### src/logic/lsat_defs.vh
`ifndef LSAT_DEFS_VH
`define LSAT_DEFS_VH
// =====================================================================
// register offsets
`define LSAT_ADR_STAT1   8'h41
`define LSAT_ADR_STAT2   8'h42
`define LSAT_ADR_STAT3   8'h43
`define LSAT_ADR_MASK1   8'h74
`define LSAT_ADR_MASK2   8'h75
`define LSAT_ADR_CFG3    8'h78
`define LSAT_ADR_TIMER   8'h79
`define LSAT_ADR_TLIM    8'h7A
`define LSAT_ADR_CFG4    8'h7D
`define LSAT_ADR_STAT4   8'h81
`define LSAT_ADR_MASK3   8'h82
`define LSAT_ADR_MASK4   8'h83
// =====================================================================
// reset values
`define LSAT_RST_MASK    8'h00
`define LSAT_RST_CFG3    8'h00
`define LSAT_RST_CFG4    8'h00
`define LSAT_RST_TLIM    8'h00
// =====================================================================
// field positions
`define LSAT_CFG3_ALERT  0
`define LSAT_CFG3_THREN  1
`define LSAT_CFG3_FULL_SPEED_OVERRIDE  2
`define LSAT_CHAIN1      7
`define LSAT_CHAIN2      1
`define LSAT_CHAIN3      7
`define LSAT_TIMER_BIT   5
`define LSAT_VOLT_BIT    0
// live flag bits of each status register (chain and reserved excluded)
`define LSAT_LIVE1       8'h7F
`define LSAT_LIVE2       8'hFD
`define LSAT_LIVE3       8'h0F
`define LSAT_LIVE4       8'hF8
// multipurpose pin function codes {bit1,bit0}
`define LSAT_MP_TACH     2'h0
`define LSAT_MP_ALERT    2'h1
`define LSAT_MP_THROT    2'h2
// =====================================================================
// timing: timer lsb weight and clock period, in ns
`define LSAT_TICK_NS     22760000
`define LSAT_CLK_NS      25
`define LSAT_FULL        8'hFF
`endif

### src/logic/lsat_sync.v
`timescale 1ns/1ps
`include "lsat_defs.vh"
// =====================================================================
// two flip-flop synchroniser for pin levels
module lsat_sync #(
   parameter W = 2
) (
   input  wire         sys_clk,
   input  wire         nrst,
   input  wire [W-1:0] d,
   output wire [W-1:0] q
);
   reg [W-1:0] meta_r;
   reg [W-1:0] sync_r;

   // first stage feeds only the second; pins idle high
   always @(posedge sys_clk) begin
      if (!nrst) begin
         meta_r <= {W{1'b1}};
         sync_r <= {W{1'b1}};
      end else begin
         meta_r <= d;
         sync_r <= meta_r;
      end
   end

   assign q = sync_r;
endmodule

### src/logic/lsat_timer.v
`timescale 1ns/1ps
`include "lsat_defs.vh"
// =====================================================================
// accumulating throttle assertion timer, cleared on read
module lsat_timer #(
   parameter TICK_CYC = `LSAT_TICK_NS / `LSAT_CLK_NS
) (
   input  wire       sys_clk,
   input  wire       nrst,
   input  wire       thr_act,
   input  wire       rd_clr,
   output wire [7:0] value
);
   reg [19:0] sub_r;
   reg [7:0]  cnt_r;
   reg        seen_r;

   // sub-tick prescaler and tick counter, paused while released
   always @(posedge sys_clk) begin
      if (!nrst) begin
         sub_r  <= 20'h00000;
         cnt_r  <= 8'h00;
         seen_r <= 1'b0;
      end else if (rd_clr) begin
         sub_r  <= 20'h00000;
         cnt_r  <= 8'h00;
         seen_r <= thr_act;
      end else if (thr_act) begin
         seen_r <= 1'b1;
         if (cnt_r != `LSAT_FULL) begin
            if (sub_r == TICK_CYC[19:0] - 20'h00001) begin
               sub_r <= 20'h00000;
               cnt_r <= cnt_r + 8'h01;
            end else begin
               sub_r <= sub_r + 20'h00001;
            end
         end
      end
   end

   // below two ticks only the first-assertion bit shows
   assign value = (cnt_r[7:1] != 7'h00) ? cnt_r : {7'h00, seen_r};
endmodule

### src/logic/lsat_top.v
`timescale 1ns/1ps
`include "lsat_defs.vh"
// How it works
// - a channel out of its limits sets its status flag to one
// - chaining bit reads one when the next status register has any flag
// - flags are sticky; a read clears only flags whose condition is gone
// - four status registers, each paired with a mask of same bit layout
// - a set mask bit blocks alert but the flag still sets
// - alert low while any unmasked source is out or its flag unread
// - alert off after reset; config bit 0 moves shared pin from pwm to alert
// - two config bits pick tach, throttle, alert or reserved on multipurpose pin
// - throttle enable makes dedicated pin and chosen multipurpose pin throttle inputs
// - override bit drives running fans to full duty while throttle held low
// - fans with zero manual duty or, in auto mode, below minimum temperature are untouched
// - timer runs only while throttle asserted, pauses and resumes
// - timer clears on read and holds at full scale
// - bit 0 marks first assertion; past two ticks the value is a tick count
// - read during assertion clears, sets bit 0, restarts; zero limit flags at once
// - timer above its limit sets bit 5 of the second status register
module lsat_top #(
   parameter TICK_CYC = `LSAT_TICK_NS / `LSAT_CLK_NS
) (
   input  wire        sys_clk,
   input  wire        nrst,
   input  wire [7:0]  reg_addr,
   input  wire [7:0]  reg_wdata,
   input  wire        reg_wr,
   input  wire        reg_rd,
   output reg  [7:0]  reg_rdata,
   input  wire [7:0]  ool_one,
   input  wire [7:0]  ool_two,
   input  wire [7:0]  ool_three,
   input  wire [7:0]  ool_four,
   input  wire        second_pwm_output,
   output reg         shared_pin_o,
   output reg         shared_pin_oe_n,
   input  wire        throttle_pin_n,
   input  wire        mp_pin_i,
   output reg         mp_pin_o,
   output reg         mp_pin_oe_n,
   output wire        fourth_tach_input,
   input  wire [2:0]  fan_manual,
   input  wire [23:0] fan_manual_duty,
   input  wire [2:0]  fan_above_tmin,
   output reg  [2:0]  full_speed_override,
   output wire        alert_active
);
   // =================================================================
   // control registers
   reg  [7:0] mask1_r;
   reg  [7:0] mask2_r;
   reg  [7:0] mask3_r;
   reg  [7:0] mask4_r;
   reg  [7:0] cfg3_r;
   reg  [7:0] cfg4_r;
   reg  [7:0] tlim_r;
   reg  [7:0] flag1_r;
   reg  [7:0] flag2_r;
   reg  [7:0] flag3_r;
   reg  [7:0] flag4_r;
   reg  [7:0] flag1_nxt;
   reg  [7:0] flag2_nxt;
   reg  [7:0] flag3_nxt;
   reg  [7:0] flag4_nxt;
   reg  [7:0] cond1;
   reg  [7:0] cond2;
   reg  [7:0] cond3;
   reg  [7:0] cond4;
   wire [1:0] pins_s;
   wire [7:0] timer_val;
   wire       rd1;
   wire       rd2;
   wire       rd3;
   wire       rd4;
   wire       rd_tmr;
   wire       thr_en;
   wire       mp_thr;
   wire       mp_alert;
   wire       thr_act;
   wire       tmr_over;
   wire [7:0] stat1_view;
   wire [7:0] stat2_view;
   wire [7:0] stat3_view;
   wire [7:0] stat4_view;
   wire [2:0] fan_run;
   wire       mp_tach;
   wire       full_speed_override_on;

   // =================================================================
   // helpers

   // sticky flag: condition sets, read clears only a gone condition
   function [7:0] sticky;
      input [7:0] flag;
      input [7:0] cond;
      input       rd;
      begin
         sticky = cond | (flag & ~{8{rd}});
      end
   endfunction

   // any flagged source that its mask lets through
   function unmasked;
      input [7:0] flag;
      input [7:0] cond;
      input [7:0] mask;
      input [7:0] live;
      begin
         unmasked = |((flag | cond) & ~mask & live);
      end
   endfunction

   // a fan counts as running at nonzero manual duty or above its auto minimum
   function fan_running;
      input       manual;
      input [7:0] duty;
      input       above;
      begin
         fan_running = manual ? (duty != 8'h00) : above;
      end
   endfunction

   // =================================================================
   // register access strobes
   assign rd1    = reg_rd && (reg_addr == `LSAT_ADR_STAT1);
   assign rd2    = reg_rd && (reg_addr == `LSAT_ADR_STAT2);
   assign rd3    = reg_rd && (reg_addr == `LSAT_ADR_STAT3);
   assign rd4    = reg_rd && (reg_addr == `LSAT_ADR_STAT4);
   assign rd_tmr = reg_rd && (reg_addr == `LSAT_ADR_TIMER);

   // =================================================================
   // throttle pin selection
   assign thr_en   = cfg3_r[`LSAT_CFG3_THREN];
   assign mp_thr   = (cfg4_r[1:0] == `LSAT_MP_THROT);
   assign mp_alert = (cfg4_r[1:0] == `LSAT_MP_ALERT);
   assign mp_tach  = (cfg4_r[1:0] == `LSAT_MP_TACH);

   // pins are active low; both cross into the clock domain first
   lsat_sync #(
      .W (2)
   ) u_sync (
      .sys_clk (sys_clk),
      .nrst    (nrst),
      .d       ({mp_pin_i, throttle_pin_n}),
      .q       (pins_s)
   );

   // dedicated pin always, multipurpose pin when so configured
   assign thr_act = thr_en && (!pins_s[0] || (mp_thr && !pins_s[1]));

   // tach input only passes when the multipurpose pin is a tach
   assign fourth_tach_input = mp_tach ? pins_s[1] : 1'b1;

   // =================================================================
   // throttle timer
   lsat_timer #(
      .TICK_CYC (TICK_CYC)
   ) u_timer (
      .sys_clk (sys_clk),
      .nrst    (nrst),
      .thr_act (thr_act),
      .rd_clr  (rd_tmr),
      .value   (timer_val)
   );

   // limit compare; a zero limit trips on the first assertion
   assign tmr_over = thr_en && (timer_val > tlim_r);

   // =================================================================
   // flag conditions per status register
   always @* begin
      cond1 = ool_one & `LSAT_LIVE1;
      cond2 = ool_two & `LSAT_LIVE2;
      cond3 = ool_three & `LSAT_LIVE3;
      cond4 = ool_four & `LSAT_LIVE4;
      // dedicated pin no longer measures voltage when it throttles
      if (thr_en) begin
         cond1[`LSAT_VOLT_BIT] = tmr_over;
         cond2[`LSAT_TIMER_BIT] = tmr_over;
      end else if (!mp_tach) begin
         cond2[`LSAT_TIMER_BIT] = 1'b0;
      end
   end

   // next flags: set beats the clearing read
   always @* begin
      flag1_nxt = sticky(flag1_r, cond1, rd1);
      flag2_nxt = sticky(flag2_r, cond2, rd2);
      flag3_nxt = sticky(flag3_r, cond3, rd3);
      flag4_nxt = sticky(flag4_r, cond4, rd4);
   end

   // chaining bits are derived from the next register's flags
   assign stat4_view = flag4_r & `LSAT_LIVE4;
   assign stat3_view = (flag3_r & `LSAT_LIVE3) | {|stat4_view, 7'h00};
   assign stat2_view = (flag2_r & `LSAT_LIVE2) | {6'h00, |stat3_view, 1'b0};
   assign stat1_view = (flag1_r & `LSAT_LIVE1) | {|stat2_view, 7'h00};

   // =================================================================
   // registers written by the host, and status flags
   always @(posedge sys_clk) begin
      if (!nrst) begin
         mask1_r <= `LSAT_RST_MASK;
         mask2_r <= `LSAT_RST_MASK;
         mask3_r <= `LSAT_RST_MASK;
         mask4_r <= `LSAT_RST_MASK;
         cfg3_r  <= `LSAT_RST_CFG3;
         cfg4_r  <= `LSAT_RST_CFG4;
         tlim_r  <= `LSAT_RST_TLIM;
         flag1_r <= 8'h00;
         flag2_r <= 8'h00;
         flag3_r <= 8'h00;
         flag4_r <= 8'h00;
      end else begin
         flag1_r <= flag1_nxt;
         flag2_r <= flag2_nxt;
         flag3_r <= flag3_nxt;
         flag4_r <= flag4_nxt;
         if (reg_wr) begin
            case (reg_addr)
               `LSAT_ADR_MASK1: mask1_r <= reg_wdata;
               `LSAT_ADR_MASK2: mask2_r <= reg_wdata;
               `LSAT_ADR_MASK3: mask3_r <= reg_wdata;
               `LSAT_ADR_MASK4: mask4_r <= reg_wdata;
               `LSAT_ADR_CFG3:  cfg3_r  <= reg_wdata;
               `LSAT_ADR_CFG4:  cfg4_r  <= reg_wdata;
               `LSAT_ADR_TLIM:  tlim_r  <= reg_wdata;
               default: ;
            endcase
         end
      end
   end

   // =================================================================
   // read data, captured before the read clears anything
   always @(posedge sys_clk) begin
      if (!nrst) begin
         reg_rdata <= 8'h00;
      end else if (reg_rd) begin
         case (reg_addr)
            `LSAT_ADR_STAT1: reg_rdata <= stat1_view;
            `LSAT_ADR_STAT2: reg_rdata <= stat2_view;
            `LSAT_ADR_STAT3: reg_rdata <= stat3_view;
            `LSAT_ADR_STAT4: reg_rdata <= stat4_view;
            `LSAT_ADR_MASK1: reg_rdata <= mask1_r;
            `LSAT_ADR_MASK2: reg_rdata <= mask2_r;
            `LSAT_ADR_MASK3: reg_rdata <= mask3_r;
            `LSAT_ADR_MASK4: reg_rdata <= mask4_r;
            `LSAT_ADR_CFG3:  reg_rdata <= cfg3_r;
            `LSAT_ADR_CFG4:  reg_rdata <= cfg4_r;
            `LSAT_ADR_TLIM:  reg_rdata <= tlim_r;
            `LSAT_ADR_TIMER: reg_rdata <= timer_val;
            default:         reg_rdata <= 8'h00;
         endcase
      end
   end

   // =================================================================
   // alert: any unmasked flag or live condition
   assign alert_active = unmasked(flag1_r, cond1, mask1_r, `LSAT_LIVE1) |
                         unmasked(flag2_r, cond2, mask2_r, `LSAT_LIVE2) |
                         unmasked(flag3_r, cond3, mask3_r, `LSAT_LIVE3) |
                         unmasked(flag4_r, cond4, mask4_r, `LSAT_LIVE4);

   // =================================================================
   // pin drivers; alert is open drain, pwm is push-pull
   always @(posedge sys_clk) begin
      if (!nrst) begin
         shared_pin_o    <= 1'b0;
         shared_pin_oe_n <= 1'b0;
         mp_pin_o        <= 1'b1;
         mp_pin_oe_n     <= 1'b1;
      end else begin
         if (cfg3_r[`LSAT_CFG3_ALERT]) begin
            shared_pin_o    <= 1'b0;
            shared_pin_oe_n <= ~alert_active;
         end else begin
            shared_pin_o    <= second_pwm_output;
            shared_pin_oe_n <= 1'b0;
         end
         mp_pin_o    <= 1'b0;
         mp_pin_oe_n <= ~(mp_alert && alert_active);
      end
   end

   // =================================================================
   // full speed override for fans that are already running
   assign full_speed_override_on = cfg3_r[`LSAT_CFG3_FULL_SPEED_OVERRIDE] && thr_act;

   // running state of each fan
   assign fan_run[0] = fan_running(fan_manual[0], fan_manual_duty[7:0], fan_above_tmin[0]);
   assign fan_run[1] = fan_running(fan_manual[1], fan_manual_duty[15:8], fan_above_tmin[1]);
   assign fan_run[2] = fan_running(fan_manual[2], fan_manual_duty[23:16], fan_above_tmin[2]);

   // registered so the fan logic sees a clean level
   always @(posedge sys_clk) begin
      if (!nrst) begin
         full_speed_override <= 3'h0;
      end else begin
         full_speed_override <= {3{full_speed_override_on}} & fan_run;
      end
   end

endmodule

### config.mk
export PLATFORM = sky130hd
export DESIGN_NAME = lsat_top
export DESIGN_NICKNAME = d
export VERILOG_FILES = /design/src/logic/lsat_sync.v /design/src/logic/lsat_timer.v /design/src/logic/lsat_top.v
export VERILOG_INCLUDE_DIRS = /design/src /design/src/logic
export SDC_FILE = /design/constraint.sdc
export NUM_CORES = 1
export LEC_CHECK = 0
export BUFFER_PORTS_ARGS = -buffer_cell sky130_fd_sc_hd__buf_2
export CORE_MARGIN = 4
export CORE_UTILIZATION = 41
export CTS_BUF_LIST = sky130_fd_sc_hd__clkbuf_16
export CTS_CLUSTER_SIZE = 8
export DETAILED_ROUTE_END_ITERATION = 10
export PLACE_DENSITY = 0.71
export RECOVER_POWER = 25
export SETUP_SLACK_MARGIN = 0.3
export SLEW_MARGIN = 0
export SYNTH_ARGS = -nofsm -noshare
export SYNTH_HDL_FRONTEND = slang
export SYNTH_SLANG_ARGS = --single-unit
### constraint.sdc
create_clock -name sys_clk -period 7.5 [get_ports sys_clk]
set_input_delay 0.375 -clock sys_clk [delete_from_list [all_inputs] [get_ports sys_clk]]
set_output_delay 0.375 -clock sys_clk [all_outputs]
set_load 0.01 [all_outputs]
==> metrics.txt, run 1 <==
initial antenna violation count 0; routed wire length 18.4 mm; Setup Fix Bufs, Post-CTS 0; Util after Layout 48.7%; Final #Nets a little over 900; outcome finished, violations left; CP max FO 82; largest net degree at the start of global routing 83; antenna fix cells 0; HP Class in2reg; cell chain of the critical path clkbuf_1, clkinv_1, clkbuf_1, nor2_1, nand2_1, o211ai_1, a2111oi_0, a21oi_1; drt via density ~5.6; Area Growth Syn to Fin 15.5%; warnings from Yosys 0; DRT Pass-1 Iters 5; power per cell area 206 nW/um^2; commonest non-fill, non-tap cell in the layout dfxtp_1; first-pass GRT wire length around 29 mm; die width between 100 and 150 um; fmax 195 MHz; CTS tree yes; H-tree depth 4; CP max stage cell clkbuf_1; FF-to-FF setup slack 4.40 ns; Final Cell Area 7430 um^2; Distinct cells, synth 67; number of buffers and inverters on the critical path 3; Worst EP required 7.77 ns; Tcrit/Tclk final 68.2%; placed cell area 6950 um^2; clk_lat worst skew 0.42 ns; Fill cells 1501; Routed Antenna Nets 0; CTS Buf Count 17; dpl ws 4.07 ns; RSZ-0062 raised after global routing no; Die Y ~130 um; leakage 2.74 nW; EDFF count, synth 0; Setup Skew 0.00636 ns; GPL Wtd Cong around 0.94; CP startpoint nrst; gr usage total 20.6%; CP peak stage delay 2.56 ns; # IOs 102; clock sink count 127; DP HPWL 13.3 mm; Clock transition at path regs 0.06 ns; worst setup path class in2reg; # rows 45; FF-to-FF path depth 10; final setup margin 2.38 ns; Max IR drop VDD 0.173 mV; Critical R2R Launch u_timer.cnt_r[3]; CP Capture Point reg_rdata[1]; I/O Buffers 92; CP Launch Type primary input; Initial DRC Count 651; Max Cap Violations 1; Final Critical Period 5.12 ns; CTS root buf clkbuf_16; Critical Path Stages 8; Post-Synthesis Cells about 760; Post-synth ARST share 0%; post_cts resized 0; FF+latch count, synth 127; grt ovf 0; Main synth FF type dfxtp_1; vias 5887; Starting Density a little over two fifths; layout cell share with drive strength beyond 1 17.8%; Post-Syn Nets 858; most frequent cells in the layout 127 x dfxtp_1, 121 x nor2_1, 75 x nand2_1, 75 x buf_2, 56 x a21oi_1; cts hold-fix bufs 0; DR DRC count 0; sum of negative setup slack 0 ns; via count of the first global-routing pass 5381; register area 2540 um^2; synthesized area per cell 8.43 um^2; clk buf depth 2; Top delay family on crit path buffers and inverters; post-synthesis sequential area ratio around two fifths; Slew @ Worst Pin 3.65 ns; area of the multi-input gates 3590 um^2; CP arrival 5.39 ns; Core Area 15300 um^2; DR WL/cell ~17 um; final hold vios 0; failing checks max-capacitance violations, max-slew violations; die area approximately 18000 um^2; slew margin rel. -143%; Finish-stage setup viols 0; total power approximately 1.5 mW; max-slew violation count 83; Post-Syn Area 6430 um^2; R2R Path End shared_pin_oe_n; most used cell, CP clkbuf_1; CP endpoint kind flip-flop
## power by group
group / switching, mW / internal [mW] / total, mW
sequential: 0.0108 / 0.686 / 0.697
combinational: 0.0649 / 0.0360 / 0.101
clock: 0.291 / 0.439 / 0.730
## area by class of cell
type	count	share of cell area, %
inverter	19	0.960
tap	211	3.56
clock buffer	17	5.73
sequential	127	34.2
clock inverter	13	1.15
timing repair buffer	94	6.07
multi-input combinational	574	48.3
## worst min-delay path by stage
stage,startpoint,to,slack (ns),cells past startpoint
floorplan,u_sync.meta_r[0],u_sync.q[0],0.39,1
global placement,u_sync.meta_r[0],u_sync.q[0],0.39,1
detailed placement,u_sync.meta_r[1],u_sync.q[1],0.39,1
CTS,mp_pin_i,u_sync.meta_r[1],0.13,2
global route,mp_pin_i,u_sync.meta_r[1],0.14,2
finish,mp_pin_i,u_sync.meta_r[1],0.14,2
## metal layers
| layer | up-vias | GRT usage, % | routed length (um) |
|---|---|---|---|
| li1 | 2852 | - | - |
| met1 | 2750 | 28.6 | 8220 |
| met2 | 241 | 30.5 | 8130 |
| met3 | 44 | 5.10 | 1570 |
| met4 | 0 | 8.46 | 518 |
| met5 | - | 0 | 0 |
## sequential cells by signal, indices dropped and copies added (netlist names), 2 cells and up
name,cells
full_speed_override,3
u_timer.cnt_r,8
mask1_r,8
mask4_r,8
flag4_r,5
u_sync.q,2
flag2_r,7
flag3_r,4
reg_rdata,8
tlim_r,8
flag1_r,7
u_timer.sub_r,20
u_sync.meta_r,2
mask2_r,8
mask3_r,8
cfg3_r,8
cfg4_r,8
## stage by stage
| stage | cells | hold slack [ns] |
|---|---|---|
| global route | 1055 | 0.143 |
| finish | 1055 | 0.137 |
| global placement | 1025 | 0.394 |
| detailed placement | 1025 | 0.394 |
| CTS | 1055 | 0.130 |
| floorplan | 763 | 0.386 |
## kinds of logic (layout without fill, tap and decap cells)
family / after synthesis / count (layout) / share of synthesized area [%]
buffers and inverters: 62 / 143 / 4.49
adders and majority gates: 10 / 10 / 1.95
AOI/OAI and AO/OA: 142 / 142 / 14.5
DFF: 127 / 127 / 39.5
muxes: 49 / 49 / 7.73
and+or+nand+nor: 348 / 348 / 28.4
xor gates and xnor gates: 25 / 25 / 3.41
## synth_stat cells, drive strengths merged (8+ instances only)
| library cell | n | area, um^2 |
|---|---|---|
| dfxtp | 127 | 2540 |
| or3 | 10 | 72.6 |
| nor2 | 132 | 573 |
| mux2i | 44 | 440 |
| nor4 | 14 | 113 |
| nor3 | 23 | 166 |
| o22ai | 12 | 75.1 |
| buf | 19 | 128 |
| xor2 | 9 | 78.8 |
| nand3 | 52 | 305 |
| ha | 10 | 125 |
| inv | 19 | 71.3 |
| nand2b | 8 | 52.6 |
| nand2 | 77 | 304 |
| xnor2 | 16 | 140 |
| o21ai | 17 | 85.1 |
| clkbuf | 24 | 90.1 |
| a21oi | 56 | 280 |
| a22oi | 18 | 135 |
## worst reg2reg max path, cell delays in order, from the launching register on
cell	delay (ns)
dfxtp_1	0.38
or4_1	0.56
nor4_1	0.25
mux2i_1	0.29
ha_1	0.17
nand2b_1	0.10
a211oi_1	0.08
o31a_1	0.31
or3_1	0.33
a221oi_2	0.38
and3_1	0.19
No activity file was read; power rests on OpenSTA's default activity.
==> inputs of run 2 (changes only) <==
- PLACE_DENSITY: 0.71 -> 0.73
- clock period: 7.5 -> 4.39 ns (I/O delays scaled with it)
==> metrics.txt, run 2 (synthesis gave the netlist of run 1 again) <==
Worst EP required 4.17 ns; area of the multi-input gates 3590 um^2; max reg flops 20; DP HPWL about 13 mm; WL met3 1.73 mm; commonest non-fill, non-tap cell in the layout dfxtp_1; GPL Wtd Cong 0.930; Initial DRC Count 593; leakage 2.77 nW; Core Area 15300 um^2; Util after Layout 49.3%; Die Y 133 um; cts hold-fix bufs 5; DRT Pass-1 Iters 5; Slew @ Worst Pin 3.59 ns; Finish-stage setup viols 0; CP endpoint kind output pin; CTS tree yes; die area between 15000 and 20000 um^2; Post-Route M1 WL between 7 and 8 mm; Clock transition at path regs roughly 0.06 ns; CTS root buf clkbuf_16; Biggest register u_timer.sub_r; register area 2540 um^2; DR DRC count 0; HP Class in2reg; max-slew violation count 82; Area Growth Syn to Fin 17.1%; grt ovf 0; power per cell area 360 nW/um^2; first-pass GRT wire length between 20 and 30 mm; placed cell area a little under 7000 um^2; initial antenna violation count 0; via count of the first global-routing pass 5457; CP max FO 8; clk_lat worst skew 0.42 ns; H-tree depth 4; # IOs ~100; Setup Skew between 0.008 and 0.009 ns; Starting Density a little over two fifths; CP Launch Type flip-flop; die width around 130 um; Final Cell Area 7530 um^2; largest net degree at the start of global routing 82; Final #Nets around 930; Tcrit/Tclk final a little under nine tenths; # rows 45; uppermost layer routed met4; gr usage total 20.5%; final hold vios 0; Fill cells about 1500; clock sink count approximately 130; vias 6006; clk buf depth 2; Setup Fix Bufs, Post-CTS 0; slew margin rel. -139%; drt via density 5.66; most frequent cells in the layout 127 x dfxtp_1, 121 x nor2_1, 75 x nand2_1, 75 x buf_2, 56 x a21oi_1; post_cts resized 0; worst setup path class reg2out; RSZ-0062 raised after global routing no; CTS Buf Count 17; DR WL/cell roughly 17 um; CP arrival about 3.6 ns; failing checks max-capacitance violations, max-slew violations; fmax 264 MHz; met2 wire length 8.27 mm; I/O Buffers 92; routed wire length 18.6 mm; sum of negative setup slack 0 ns; Max IR drop VDD between 0.2 and 0.3 mV; Max Cap Violations 1; hold_ws between 0.015 and 0.02 ns; antenna fix cells 0; layout cell share with drive strength beyond 1 18.1%; Final Critical Period 3.78 ns; Routed Antenna Nets 0; outcome finished, violations left; FF-to-FF setup slack approximately 1.2 ns
run 2: worst max-delay path, cell delays in order, from the launching register on:
cell	delay, ns
dfxtp_1	0.39
or4_1	0.57
nor4_1	0.25
mux2i_1	0.32
ha_1	0.20
nand2b_1	0.10
a211oi_1	0.08
o31a_1	0.31
or3_1	0.33
a221oi_2	0.39
inv_1	0.06
buf_2	0.14
run 2: cell type report:
cell class                 count  area share, %
inverter                      19          0.947
tap                          211           3.51
clock inverter                14           1.71
sequential                   127           33.8
timing repair buffer         100           6.75
clock buffer                  17           5.65
multi-input combinational    574           47.7
run 2: path summary, 6_finish.rpt:
check,cells after the start,startpoint,end
hold reg to reg,1,u_sync.meta_r[1],u_sync.q[1]
setup / recovery,11,u_timer.cnt_r[3],alert_active
hold / removal,3,ool_two[6],flag2_r[6]
setup reg to reg,10,u_timer.cnt_r[3],shared_pin_oe_n
run 2: per-layer routing:
metal,vias up,GRT usage [%]
met3,61,5.55
li1,2866,-
met2,285,30.4
met1,2794,28.0
met5,-,0
met4,0,8.86
run 2: through the flow:
| stage | power, mW | cells | worst slack (ns) |
|---|---|---|---|
| after floorplan | 1.31 | 763 | 1.43 |
| after global placement | 1.38 | 1026 | 1.10 |
| after detailed placement | 1.38 | 1026 | 1.06 |
| after CTS | 2.72 | 1062 | 0.535 |
| after global routing | 2.78 | 1062 | 0.410 |
| final | 2.71 | 1062 | 0.609 |
run 2: report_power, final:
group	internal [mW]	total, mW	switching [mW]
sequential	1.17	1.19	0.0181
clock	0.818	1.34	0.521
combinational	0.0650	0.177	0.112
total	2.06	2.71	0.651
